$ cat src/cssi_pkg.sv
// Purpose: Shared constants and types of the cyclic setpoint and step input block
// Assumes: 50 MHz core clock, object access by index and subindex
// Notes: Object indexes are the dictionary indexes of the drive
package cssi_pkg;

    // Object indexes and subindexes
    localparam logic [15:0] IDX_STEP_NUM = 16'h2057;
    localparam logic [15:0] IDX_STEP_DEN = 16'h2058;
    localparam logic [15:0] IDX_STATUS = 16'h6041;
    localparam logic [15:0] IDX_MODE = 16'h6060;
    localparam logic [15:0] IDX_FE_WINDOW = 16'h6065;
    localparam logic [15:0] IDX_FE_TIMEOUT = 16'h6066;
    localparam logic [15:0] IDX_TGT_TORQUE = 16'h6071;
    localparam logic [15:0] IDX_MAX_TORQUE = 16'h6072;
    localparam logic [15:0] IDX_MAX_CURRENT = 16'h6073;
    localparam logic [15:0] IDX_CYCLE = 16'h60C2;
    localparam logic [15:0] IDX_TGT_VEL = 16'h60FF;
    localparam logic [7:0] SUB_PERIOD = 8'h01;
    localparam logic [7:0] SUB_TIME_INDEX = 8'h02;

    // Mode selection and time index codes
    localparam logic [7:0] MODE_CODE_CSV = 8'h09;
    localparam logic [7:0] MODE_CODE_CST = 8'h0A;
    localparam logic [7:0] MODE_CODE_CLKDIR = 8'hFF;
    localparam logic [7:0] TIME_INDEX_MS = 8'hFD;

    // Reset values
    localparam logic [31:0] RST_STEP_NUM = 32'h0000_0080;
    localparam logic [31:0] RST_STEP_DEN = 32'h0000_0001;
    localparam logic [7:0] RST_MODE = 8'h00;
    localparam logic [7:0] RST_PERIOD = 8'h01;
    localparam logic [15:0] RST_MAX_TORQUE = 16'h03E8;
    localparam logic [15:0] RST_MAX_CURRENT = 16'h03E8;
    localparam logic [31:0] RST_FE_WINDOW = 32'h0000_0400;
    localparam logic [15:0] RST_FE_TIMEOUT = 16'h000A;

    // Status word bit positions
    localparam int SW_SYNC_BIT = 8;
    localparam int SW_FOLLOW_BIT = 12;
    localparam int SW_FERR_BIT = 13;

    // Step geometry: 512 per full step, four full steps per pole pair
    localparam int FULL_STEP_UNITS = 512;
    localparam int STEPS_PER_POLE_PAIR = 4;
    localparam int ANGLE_W = $clog2(FULL_STEP_UNITS * STEPS_PER_POLE_PAIR);

    // Direction level that selects positive counting
    localparam logic DIR_POS_LEVEL = 1'b1;

    // Time base of one millisecond
    localparam int CLK_PERIOD_NS = 20;
    localparam int TIME_BASE_US = 1000;
    localparam int MS_TICK_CLKS = TIME_BASE_US * 1000 / CLK_PERIOD_NS;

    // Serial divider length
    localparam int DIV_STEPS = 64;

    typedef enum {
        CSSI_MODE_OTHER,
        CSSI_MODE_CSV,
        CSSI_MODE_CST,
        CSSI_MODE_CLKDIR
    } cssi_mode_t;

    typedef enum {
        CSSI_DIV_IDLE,
        CSSI_DIV_RUN
    } cssi_div_state_t;

    // Object access request
    typedef struct packed {
        logic wr;
        logic rd;
        logic [15:0] index;
        logic [7:0] sub;
        logic [31:0] wdata;
    } cssi_od_req_t;

endpackage

$ cat src/cssi_step_sync.sv
// Purpose: Brings the clock and direction pins into the core clock domain
// Assumes: Pins are asynchronous to the core clock
// Notes: A level counts once the second and third stages agree
`timescale 1ns/1ps
`default_nettype none
module cssi_step_sync (
    input wire logic clk_in,
    input wire logic nrst_in,
    input wire logic clk_pin_in,
    input wire logic dir_pin_in,
    output logic step_out,
    output logic dir_out
);
    logic [2:0] clk_sync;
    logic [2:0] dir_sync;
    logic clk_level;

    // Three stage synchronisers
    always_ff @(posedge clk_in) begin
        if (!nrst_in) begin
            clk_sync <= 3'h0;
            dir_sync <= 3'h0;
        end else begin
            clk_sync <= {clk_sync[1:0], clk_pin_in};
            dir_sync <= {dir_sync[1:0], dir_pin_in};
        end
    end

    // Accepted levels and rising edge of the clock pin
    always_ff @(posedge clk_in) begin
        if (!nrst_in) begin
            clk_level <= 1'b0;
            dir_out <= 1'b0;
            step_out <= 1'b0;
        end else begin
            step_out <= 1'b0;
            if (clk_sync[1] == clk_sync[2]) begin
                clk_level <= clk_sync[2];
                step_out <= clk_sync[2] & ~clk_level;
            end
            if (dir_sync[1] == dir_sync[2]) begin
                dir_out <= dir_sync[2];
            end
        end
    end
endmodule
`default_nettype wire

$ cat src/cssi_top.sv
// Purpose: Setpoint front end for cyclic velocity, torque and step input
// Assumes: Object access is one request per cycle, answered one cycle later
// Notes: Position demand keeps the fraction of the step scaling exactly
`timescale 1ns/1ps
`default_nettype none
module cssi_top
    import cssi_pkg::*;
#(
    parameter int MS_CLKS = MS_TICK_CLKS
) (
    input wire logic CORE_CLK_IN,
    input wire logic NRST_IN,
    input wire cssi_od_req_t OD_REQ_IN,
    output logic [31:0] OD_RDATA_OUT,
    output logic OD_ACK_OUT,
    output logic OD_ERR_OUT,
    input wire logic STEP_CLK_IN,
    input wire logic STEP_DIR_IN,
    input wire logic FIELDBUS_SYNC_IN,
    input wire logic CLOSED_LOOP_IN,
    input wire logic OP_ENABLED_IN,
    input wire logic [31:0] ACTUAL_POS_IN,
    output logic CYCLE_TICK_OUT,
    output logic [31:0] VEL_CMD_OUT,
    output logic [15:0] TORQUE_CMD_OUT,
    output logic [31:0] DEMAND_POS_OUT,
    output logic [ANGLE_W-1:0] ELEC_ANGLE_OUT,
    output logic [15:0] STATUS_OUT
);
    // Object store
    logic [31:0] step_num;
    logic [31:0] step_den;
    logic [7:0] mode_code;
    logic [7:0] period_ms;
    logic [7:0] time_index;
    logic [31:0] tgt_vel;
    logic [15:0] tgt_torque;
    logic [15:0] max_torque;
    logic [15:0] max_current;
    logic [31:0] fe_window;
    logic [15:0] fe_timeout;

    // Timing
    logic [15:0] ms_cnt;
    logic ms_tick;
    logic [7:0] cyc_cnt;
    logic cyc_tick;

    // Status
    cssi_mode_t mode;
    logic in_sync;
    logic sync_seen;
    logic follow;
    logic ferr;
    logic [15:0] fe_cnt;

    // Step path
    logic step_pulse;
    logic step_dir;
    logic signed [19:0] pulse_acc;
    logic signed [19:0] next_pulse_acc;
    logic signed [63:0] pos_total;
    logic signed [63:0] step_prod;

    // Divider
    cssi_div_state_t div_state;
    logic div_start;
    logic [6:0] div_cnt;
    logic [63:0] div_dvd;
    logic [32:0] div_rem;
    logic [31:0] div_den;
    logic div_neg;
    logic [32:0] rem_shift;

    // Torque limit and position error
    logic [15:0] torque_lim;
    logic signed [16:0] torque_clamped;
    logic signed [32:0] pos_err;

    // Smaller of two unsigned 16 bit limits
    function automatic logic [15:0] min16(input logic [15:0] a, input logic [15:0] b);
        min16 = (a < b) ? a : b;
    endfunction

    // Magnitude of a signed value
    function automatic logic [63:0] mag64(input logic signed [63:0] v);
        mag64 = v[63] ? 64'(-v) : 64'(v);
    endfunction

    // Object hit test
    function automatic logic hit(input cssi_od_req_t r, input logic [15:0] idx);
        hit = (r.index == idx);
    endfunction

    cssi_step_sync u_step_sync (
        .clk_in(CORE_CLK_IN),
        .nrst_in(NRST_IN),
        .clk_pin_in(STEP_CLK_IN),
        .dir_pin_in(STEP_DIR_IN),
        .step_out(step_pulse),
        .dir_out(step_dir)
    );

    // Mode decode; the control word plays no part here
    always_comb begin
        case (mode_code)
            MODE_CODE_CSV: mode = CSSI_MODE_CSV;
            MODE_CODE_CST: mode = CSSI_MODE_CST;
            MODE_CODE_CLKDIR: mode = CSSI_MODE_CLKDIR;
            default: mode = CSSI_MODE_OTHER;
        endcase
    end

    // Object writes
    always_ff @(posedge CORE_CLK_IN) begin
        if (!NRST_IN) begin
            step_num <= RST_STEP_NUM;
            step_den <= RST_STEP_DEN;
            mode_code <= RST_MODE;
            period_ms <= RST_PERIOD;
            time_index <= TIME_INDEX_MS;
            tgt_vel <= 32'h0;
            tgt_torque <= 16'h0;
            max_torque <= RST_MAX_TORQUE;
            max_current <= RST_MAX_CURRENT;
            fe_window <= RST_FE_WINDOW;
            fe_timeout <= RST_FE_TIMEOUT;
        end else if (OD_REQ_IN.wr) begin
            if (hit(OD_REQ_IN, IDX_STEP_NUM)) begin
                step_num <= OD_REQ_IN.wdata;
            end
            if (hit(OD_REQ_IN, IDX_STEP_DEN) && OD_REQ_IN.wdata != 32'h0) begin
                step_den <= OD_REQ_IN.wdata;
            end
            if (hit(OD_REQ_IN, IDX_MODE)) begin
                mode_code <= OD_REQ_IN.wdata[7:0];
            end
            if (hit(OD_REQ_IN, IDX_CYCLE) && OD_REQ_IN.sub == SUB_PERIOD) begin
                period_ms <= OD_REQ_IN.wdata[7:0];
            end
            if (hit(OD_REQ_IN, IDX_CYCLE) && OD_REQ_IN.sub == SUB_TIME_INDEX
                && OD_REQ_IN.wdata[7:0] == TIME_INDEX_MS) begin
                time_index <= OD_REQ_IN.wdata[7:0];
            end
            if (hit(OD_REQ_IN, IDX_TGT_VEL)) begin
                tgt_vel <= OD_REQ_IN.wdata;
            end
            if (hit(OD_REQ_IN, IDX_TGT_TORQUE)) begin
                tgt_torque <= OD_REQ_IN.wdata[15:0];
            end
            if (hit(OD_REQ_IN, IDX_MAX_TORQUE)) begin
                max_torque <= OD_REQ_IN.wdata[15:0];
            end
            if (hit(OD_REQ_IN, IDX_MAX_CURRENT)) begin
                max_current <= OD_REQ_IN.wdata[15:0];
            end
            if (hit(OD_REQ_IN, IDX_FE_WINDOW)) begin
                fe_window <= OD_REQ_IN.wdata;
            end
            if (hit(OD_REQ_IN, IDX_FE_TIMEOUT)) begin
                fe_timeout <= OD_REQ_IN.wdata[15:0];
            end
        end
    end

    // Object answers: one cycle after the request
    always_ff @(posedge CORE_CLK_IN) begin
        if (!NRST_IN) begin
            OD_ACK_OUT <= 1'b0;
            OD_ERR_OUT <= 1'b0;
            OD_RDATA_OUT <= 32'h0;
        end else begin
            OD_ACK_OUT <= OD_REQ_IN.wr | OD_REQ_IN.rd;
            OD_ERR_OUT <= 1'b0;
            OD_RDATA_OUT <= 32'h0;
            if (OD_REQ_IN.rd) begin
                case (OD_REQ_IN.index)
                    IDX_STEP_NUM: OD_RDATA_OUT <= step_num;
                    IDX_STEP_DEN: OD_RDATA_OUT <= step_den;
                    IDX_STATUS: OD_RDATA_OUT <= {16'h0, STATUS_OUT};
                    IDX_MODE: OD_RDATA_OUT <= {24'h0, mode_code};
                    IDX_FE_WINDOW: OD_RDATA_OUT <= fe_window;
                    IDX_FE_TIMEOUT: OD_RDATA_OUT <= {16'h0, fe_timeout};
                    IDX_TGT_TORQUE: OD_RDATA_OUT <= {16'h0, tgt_torque};
                    IDX_MAX_TORQUE: OD_RDATA_OUT <= {16'h0, max_torque};
                    IDX_MAX_CURRENT: OD_RDATA_OUT <= {16'h0, max_current};
                    IDX_TGT_VEL: OD_RDATA_OUT <= tgt_vel;
                    IDX_CYCLE: begin
                        if (OD_REQ_IN.sub == SUB_PERIOD) begin
                            OD_RDATA_OUT <= {24'h0, period_ms};
                        end else if (OD_REQ_IN.sub == SUB_TIME_INDEX) begin
                            OD_RDATA_OUT <= {24'h0, time_index};
                        end else begin
                            OD_ERR_OUT <= 1'b1;
                        end
                    end
                    default: OD_ERR_OUT <= 1'b1;
                endcase
            end else if (OD_REQ_IN.wr) begin
                case (OD_REQ_IN.index)
                    IDX_STATUS: OD_ERR_OUT <= 1'b1;
                    IDX_STEP_DEN: OD_ERR_OUT <= (OD_REQ_IN.wdata == 32'h0);
                    IDX_CYCLE: begin
                        if (OD_REQ_IN.sub == SUB_TIME_INDEX) begin
                            OD_ERR_OUT <= (OD_REQ_IN.wdata[7:0] != TIME_INDEX_MS);
                        end else begin
                            OD_ERR_OUT <= (OD_REQ_IN.sub != SUB_PERIOD);
                        end
                    end
                    IDX_STEP_NUM, IDX_MODE, IDX_FE_WINDOW, IDX_FE_TIMEOUT,
                    IDX_TGT_TORQUE, IDX_MAX_TORQUE, IDX_MAX_CURRENT,
                    IDX_TGT_VEL: OD_ERR_OUT <= 1'b0;
                    default: OD_ERR_OUT <= 1'b1;
                endcase
            end
        end
    end

    // Millisecond base from the core clock
    always_ff @(posedge CORE_CLK_IN) begin
        if (!NRST_IN) begin
            ms_cnt <= 16'h0;
            ms_tick <= 1'b0;
        end else begin
            ms_tick <= (ms_cnt == 16'(MS_CLKS - 1));
            ms_cnt <= (ms_cnt == 16'(MS_CLKS - 1)) ? 16'h0 : ms_cnt + 16'h1;
        end
    end

    // Interpolation cycle: period value in milliseconds
    always_ff @(posedge CORE_CLK_IN) begin
        if (!NRST_IN) begin
            cyc_cnt <= 8'h0;
            cyc_tick <= 1'b0;
        end else begin
            cyc_tick <= 1'b0;
            if (ms_tick) begin
                if (cyc_cnt + 8'h1 >= period_ms) begin
                    cyc_cnt <= 8'h0;
                    cyc_tick <= 1'b1;
                end else begin
                    cyc_cnt <= cyc_cnt + 8'h1;
                end
            end
        end
    end

    // Fieldbus sync: a sync event must arrive in each cycle
    always_ff @(posedge CORE_CLK_IN) begin
        if (!NRST_IN) begin
            sync_seen <= 1'b0;
            in_sync <= 1'b0;
        end else if (cyc_tick) begin
            in_sync <= sync_seen | FIELDBUS_SYNC_IN;
            sync_seen <= 1'b0;
        end else if (FIELDBUS_SYNC_IN) begin
            sync_seen <= 1'b1;
        end
    end

    // Setpoint followed only when enabled; torque needs closed loop
    always_comb begin
        follow = OP_ENABLED_IN
            && (mode == CSSI_MODE_CSV || (mode == CSSI_MODE_CST && CLOSED_LOOP_IN));
        torque_lim = min16(max_torque, max_current);
        if (torque_lim > 16'h7FFF) begin
            torque_lim = 16'h7FFF;
        end
        if ($signed({tgt_torque[15], tgt_torque}) > $signed({1'b0, torque_lim})) begin
            torque_clamped = $signed({1'b0, torque_lim});
        end else if ($signed({tgt_torque[15], tgt_torque}) < -$signed({1'b0, torque_lim})) begin
            torque_clamped = -$signed({1'b0, torque_lim});
        end else begin
            torque_clamped = $signed({tgt_torque[15], tgt_torque});
        end
    end

    // Cyclic setpoints taken once per cycle
    always_ff @(posedge CORE_CLK_IN) begin
        if (!NRST_IN) begin
            VEL_CMD_OUT <= 32'h0;
            TORQUE_CMD_OUT <= 16'h0;
            CYCLE_TICK_OUT <= 1'b0;
        end else begin
            CYCLE_TICK_OUT <= cyc_tick;
            if (cyc_tick) begin
                VEL_CMD_OUT <= (follow && mode == CSSI_MODE_CSV) ? tgt_vel : 32'h0;
                TORQUE_CMD_OUT <= (follow && mode == CSSI_MODE_CST)
                    ? torque_clamped[15:0] : 16'h0;
            end
        end
    end

    // Pulse accumulator: a pulse in the transfer cycle opens the new count
    always_comb begin
        next_pulse_acc = cyc_tick ? 20'sh0 : pulse_acc;
        if (step_pulse && mode == CSSI_MODE_CLKDIR) begin
            if (step_dir == DIR_POS_LEVEL) begin
                next_pulse_acc = next_pulse_acc + 20'sh1;
            end else begin
                next_pulse_acc = next_pulse_acc - 20'sh1;
            end
        end
        step_prod = 64'(pulse_acc) * $signed({32'h0, step_num});
    end

    // Per cycle transfer into the scaled position total
    always_ff @(posedge CORE_CLK_IN) begin
        if (!NRST_IN) begin
            pulse_acc <= 20'sh0;
            pos_total <= 64'sh0;
            div_start <= 1'b0;
        end else begin
            pulse_acc <= next_pulse_acc;
            div_start <= cyc_tick;
            if (cyc_tick) begin
                pos_total <= pos_total + step_prod;
            end
        end
    end

    // Serial divide of the total by the denominator
    assign rem_shift = {div_rem[31:0], div_dvd[63]};

    always_ff @(posedge CORE_CLK_IN) begin
        if (!NRST_IN) begin
            div_state <= CSSI_DIV_IDLE;
            div_cnt <= 7'h0;
            div_dvd <= 64'h0;
            div_rem <= 33'h0;
            div_den <= RST_STEP_DEN;
            div_neg <= 1'b0;
            DEMAND_POS_OUT <= 32'h0;
        end else begin
            case (div_state)
                CSSI_DIV_IDLE: begin
                    if (div_start) begin
                        div_dvd <= mag64(pos_total);
                        div_neg <= pos_total[63];
                        div_den <= step_den;
                        div_rem <= 33'h0;
                        div_cnt <= 7'h0;
                        div_state <= CSSI_DIV_RUN;
                    end
                end
                CSSI_DIV_RUN: begin
                    if (rem_shift >= {1'b0, div_den}) begin
                        div_rem <= rem_shift - {1'b0, div_den};
                        div_dvd <= {div_dvd[62:0], 1'b1};
                    end else begin
                        div_rem <= rem_shift;
                        div_dvd <= {div_dvd[62:0], 1'b0};
                    end
                    div_cnt <= div_cnt + 7'h1;
                    if (div_cnt == 7'(DIV_STEPS - 1)) begin
                        div_state <= CSSI_DIV_IDLE;
                    end
                end
                default: div_state <= CSSI_DIV_IDLE;
            endcase
            if (div_state == CSSI_DIV_RUN && div_cnt == 7'(DIV_STEPS - 1)) begin
                DEMAND_POS_OUT <= div_neg
                    ? 32'(-{div_dvd[30:0], (rem_shift >= {1'b0, div_den})})
                    : {div_dvd[30:0], (rem_shift >= {1'b0, div_den})};
            end
        end
    end

    // Electrical angle: one period spans four full steps
    always_ff @(posedge CORE_CLK_IN) begin
        if (!NRST_IN) begin
            ELEC_ANGLE_OUT <= '0;
        end else begin
            ELEC_ANGLE_OUT <= DEMAND_POS_OUT[ANGLE_W-1:0];
        end
    end

    // Following error: outside the corridor for longer than the timeout
    assign pos_err = $signed({ACTUAL_POS_IN[31], ACTUAL_POS_IN})
        - $signed({DEMAND_POS_OUT[31], DEMAND_POS_OUT});

    always_ff @(posedge CORE_CLK_IN) begin
        if (!NRST_IN) begin
            fe_cnt <= 16'h0;
            ferr <= 1'b0;
        end else if (mode != CSSI_MODE_CLKDIR || !CLOSED_LOOP_IN) begin
            fe_cnt <= 16'h0;
            ferr <= 1'b0;
        end else if ((pos_err[32] ? 33'(-pos_err) : 33'(pos_err)) > {1'b0, fe_window}) begin
            if (ms_tick && fe_cnt != 16'hFFFF) begin
                fe_cnt <= fe_cnt + 16'h1;
            end
            ferr <= (fe_cnt > fe_timeout);
        end else begin
            fe_cnt <= 16'h0;
            ferr <= 1'b0;
        end
    end

    // Status word
    always_ff @(posedge CORE_CLK_IN) begin
        if (!NRST_IN) begin
            STATUS_OUT <= 16'h0;
        end else begin
            STATUS_OUT <= 16'h0;
            if (mode == CSSI_MODE_CSV || mode == CSSI_MODE_CST) begin
                STATUS_OUT[SW_SYNC_BIT] <= in_sync;
                STATUS_OUT[SW_FOLLOW_BIT] <= follow;
            end else if (mode == CSSI_MODE_CLKDIR) begin
                STATUS_OUT[SW_FERR_BIT] <= ferr;
            end
        end
    end
endmodule
`default_nettype wire

$ cat config.mk
export PLATFORM = sky130hd
export DESIGN_NAME = cssi_top
export DESIGN_NICKNAME = d
export VERILOG_FILES = /design/src/cssi_pkg.sv /design/src/cssi_step_sync.sv /design/src/cssi_top.sv
export SDC_FILE = /design/constraint.sdc
export NUM_CORES = 2
export LEC_CHECK = 0
export BUFFER_PORTS_ARGS = -buffer_cell sky130_fd_sc_hd__buf_2
export CAP_MARGIN = 20
export CORE_MARGIN = 5
export CORE_UTILIZATION = 30
export DETAILED_ROUTE_END_ITERATION = 16
export RECOVER_POWER = 50
export SETUP_SLACK_MARGIN = 0.1
export SKIP_LAST_GASP = 1
export SLEW_MARGIN = 20
export SYNTH_ARGS = -nofsm -noshare
export SYNTH_HDL_FRONTEND = slang
export SYNTH_SLANG_ARGS = --single-unit
$ cat constraint.sdc
create_clock -name CORE_CLK_IN -period 15.5 [get_ports CORE_CLK_IN]
set_input_delay 1.55 -clock CORE_CLK_IN [delete_from_list [all_inputs] [get_ports CORE_CLK_IN]]
set_output_delay 1.55 -clock CORE_CLK_IN [all_outputs]
set_load 0.005 [all_outputs]
==> results.ini <==
[synth]
async_reset_ff_share_pct=0
synthFlopType=dfxtp_1
yosysTopAreaCell=dfxtp_1
synth_warnings=0
post_synth_num_cell_types=90
synthTopCellsByArea=dfxtp_1, fa_1, ha_1, nand2_1, inv_1
yosysSeqAreaShare_pct=21.4
syn_area_sq_um=58000
syn_area_per_cell_sq_um=8.15
ys_seq_elements=620
synth_edf_count=0
synth_cells=7124
synth.top_cell.area_share_pct=21.4

[place]
routabilityCongestion=0.929
place_ws_ns=7.33
dp_cells=9565
dp_hpwl_um=149000
io_buffers=225

[clock_tree]
postCtsSetupBuffers=0
cts_hold_buf=0
tritoncts=built
cts_max_level=3
cts_buffers=75
clock_sinks=620
cts_root_buffer=clkbuf_16
clk_pin_slew_ns=0.06
clockBufferDepth=3
cts_resized=0
clock_latency_ns=0.69

[grt]
grt_max_degree=107
grt_pass1_wl_um=299000
grt_antenna_before_repair=22
grt_pass1_vias=50200
grt_remaining_overflow=0
grtUsageTotal_pct=18.7

[power]
p_leak_nw=27.8
ir_drop_uv=77.5
powerDensity_nw_per_um2=57.2

[run_status]
violations=capacitance limit, slew limit
run_status=complete, but fails checks

[layout]
area_growth_pct=10.1
drive_above_1_share_pct=5.77
n_fill_cell=20100
stdcell_count=9708
final_util_pct=33.2
nNetsFinal=8230
largest_registers=div_dvd (64), pos_total (64)

[drt]
ant_nets=0
vias_per_cell=5.15
firstDrtPassIters=11
routed_wl_um=193000
avgRoutedWirePerCell_um=19.9
drc=0
drtIter0Drc=3922
vias=50000

[setup_path]
endpoint_kind=flop
cp.arrival_ns=12.03
rr_startpoint=step_num[10]$_SDFFE_PN0P_
path_cells=clkbuf_1 -> clkbuf_1 -> clkbuf_1 -> clkinvlp_2 -> nor2_1 -> buf_4 -> nand2_1 -> o31ai_1 -> a211o_1
crit_type=in -> reg
crit_top_cell=clkbuf_1
slowest_stage=nor2_1
critPathMaxStageDelay_ns=2.96
critPathLaunch=NRST_IN
worst_ep_required_time_ns=16.12
worstSetupStartpointType=input port
critPathMaxFanout=43

[sta]
tightest_slew_ns=4.37
period_share_pct=73.6
finalClockSkew_ns=0.0445
fmax_ghz=0.0877
fin_setup_tns_ns=0
rsz0062_at_grt=false
slew_headroom_pct=-191
setup_viol=0
hold_viol=0
setup_ws_ns=4.09
period_needed_ns=11.41
drv_slew=527

[hold_path]
min_path_type=reg -> reg
min_from=u_step_sync.clk_sync[0]$_SDFF_PN0_

[run]
max_cap_violations=11

[die]
die_w_um=450
die-area_sq_um=202000
fp.dieH_um=450
rows=161
start_util_pct=30.2
core-area_sq_um=192000
ios=239

## cell usage after synthesis, types with 35 or more instances
cell	count
nor2b_1	49
clkbuf_1	380
dfxtp_1	620
nor2_1	447
a21oi_1	502
nor4_1	35
o21ai_0	240
fa_1	593
a22oi_1	40
nand3_1	109
mux2i_1	95
inv_1	972
nand2b_1	50
nand2_1	1055
a21o_1	96
ha_1	424
xnor2_1	167
nor3_1	74
nand4_1	54
and3_1	45
o31ai_1	46
and2_1	282
a22o_1	51
xor2_1	116
a211oi_1	87
a31oi_1	39
## cell usage in the layout (no fill, tap or decap), types with 109 or more instances in the layout
cell,n
a21oi_1,502
nand3_1,109
xor2_1,116
inv_1,972
and2_1,281
o21ai_0,240
dfxtp_1,617
fa_1,593
nor2_1,444
xnor2_1,167
buf_2,126
clkbuf_1,120
nand2_1,1055
ha_1,424
## stage by stage
stage	hold slack (ns)	total power [mW]	instance area [sq um]
global route	0.459	3.77	63900
detailed placement	0.428	1.84	61500
CTS	0.443	3.69	64100
global placement	0.424	1.83	61500
floorplan	0.412	1.77	58100
finish	0.438	3.66	63900
## critical path, delay by kind of cell
kind / cells / cell delay [ns]
compound gates: 2 / 0.22
buf+inv: 5 / 7.03
simple gates: 2 / 3.07
## area by class of cell
cell class / instances / area [sq um] / share of cell area (%)
multi-input combinational: 5128 / 40500 / 63.3
sequential: 620 / 12400 / 19.4
inverter: 976 / 3660 / 5.73
tap: 2526 / 3160 / 4.95
clock buffer: 100 / 2130 / 3.34
timing repair buffer: 315 / 1640 / 2.57
clock inverter: 36 / 419 / 0.656
antenna: 7 / 17.5 / 0.0274
## final timing paths
| kind | slack (ns) | to | cells past startpoint |
|---|---|---|---|
| worst max register to register | 7.10 | pos_total[63]$_SDFFE_PN0P_ | 24 |
| worst min register to register | 0.44 | u_step_sync.clk_sync[1]$_SDFF_PN0_ | 1 |
| worst min-delay path | 0.44 | u_step_sync.clk_sync[1]$_SDFF_PN0_ | 1 |
| worst max-delay path | 4.09 | TORQUE_CMD_OUT[6]$_SDFFE_PN0P_ | 9 |
## routing by layer
metal | track usage [%] | wire [um] | share of wire, % | vias up
met5 | 0 | 13 | 0.0067 | -
met4 | 8.64 | 9550 | 4.9 | 2
li1 | - | - | - | 23300
met2 | 31.8 | 92200 | 48 | 1682
met3 | 2.64 | 11900 | 6.2 | 348
met1 | 23.4 | 79400 | 41 | 24700
## power by group
part           switching, mW  leakage (nW)  internal [mW]
clock network          0.772          1.25           1.08
registers            0.00109          5.00           1.59
logic                  0.138          21.6         0.0697
total                  0.911          27.8           2.75
## cell families after synthesis
kind of cell | share of synthesized area, %
XOR/XNOR | 4.27
AO/OA/AOI/OAI | 14.9
flip-flops | 21.4
other | 0.0129
buffers and inverters | 9.09
AND/OR/NAND/NOR | 18.5
multiplexers | 2.18
adder cells (fa/ha/maj) | 29.6
Note: power is estimated with default switching activity, not from simulation.
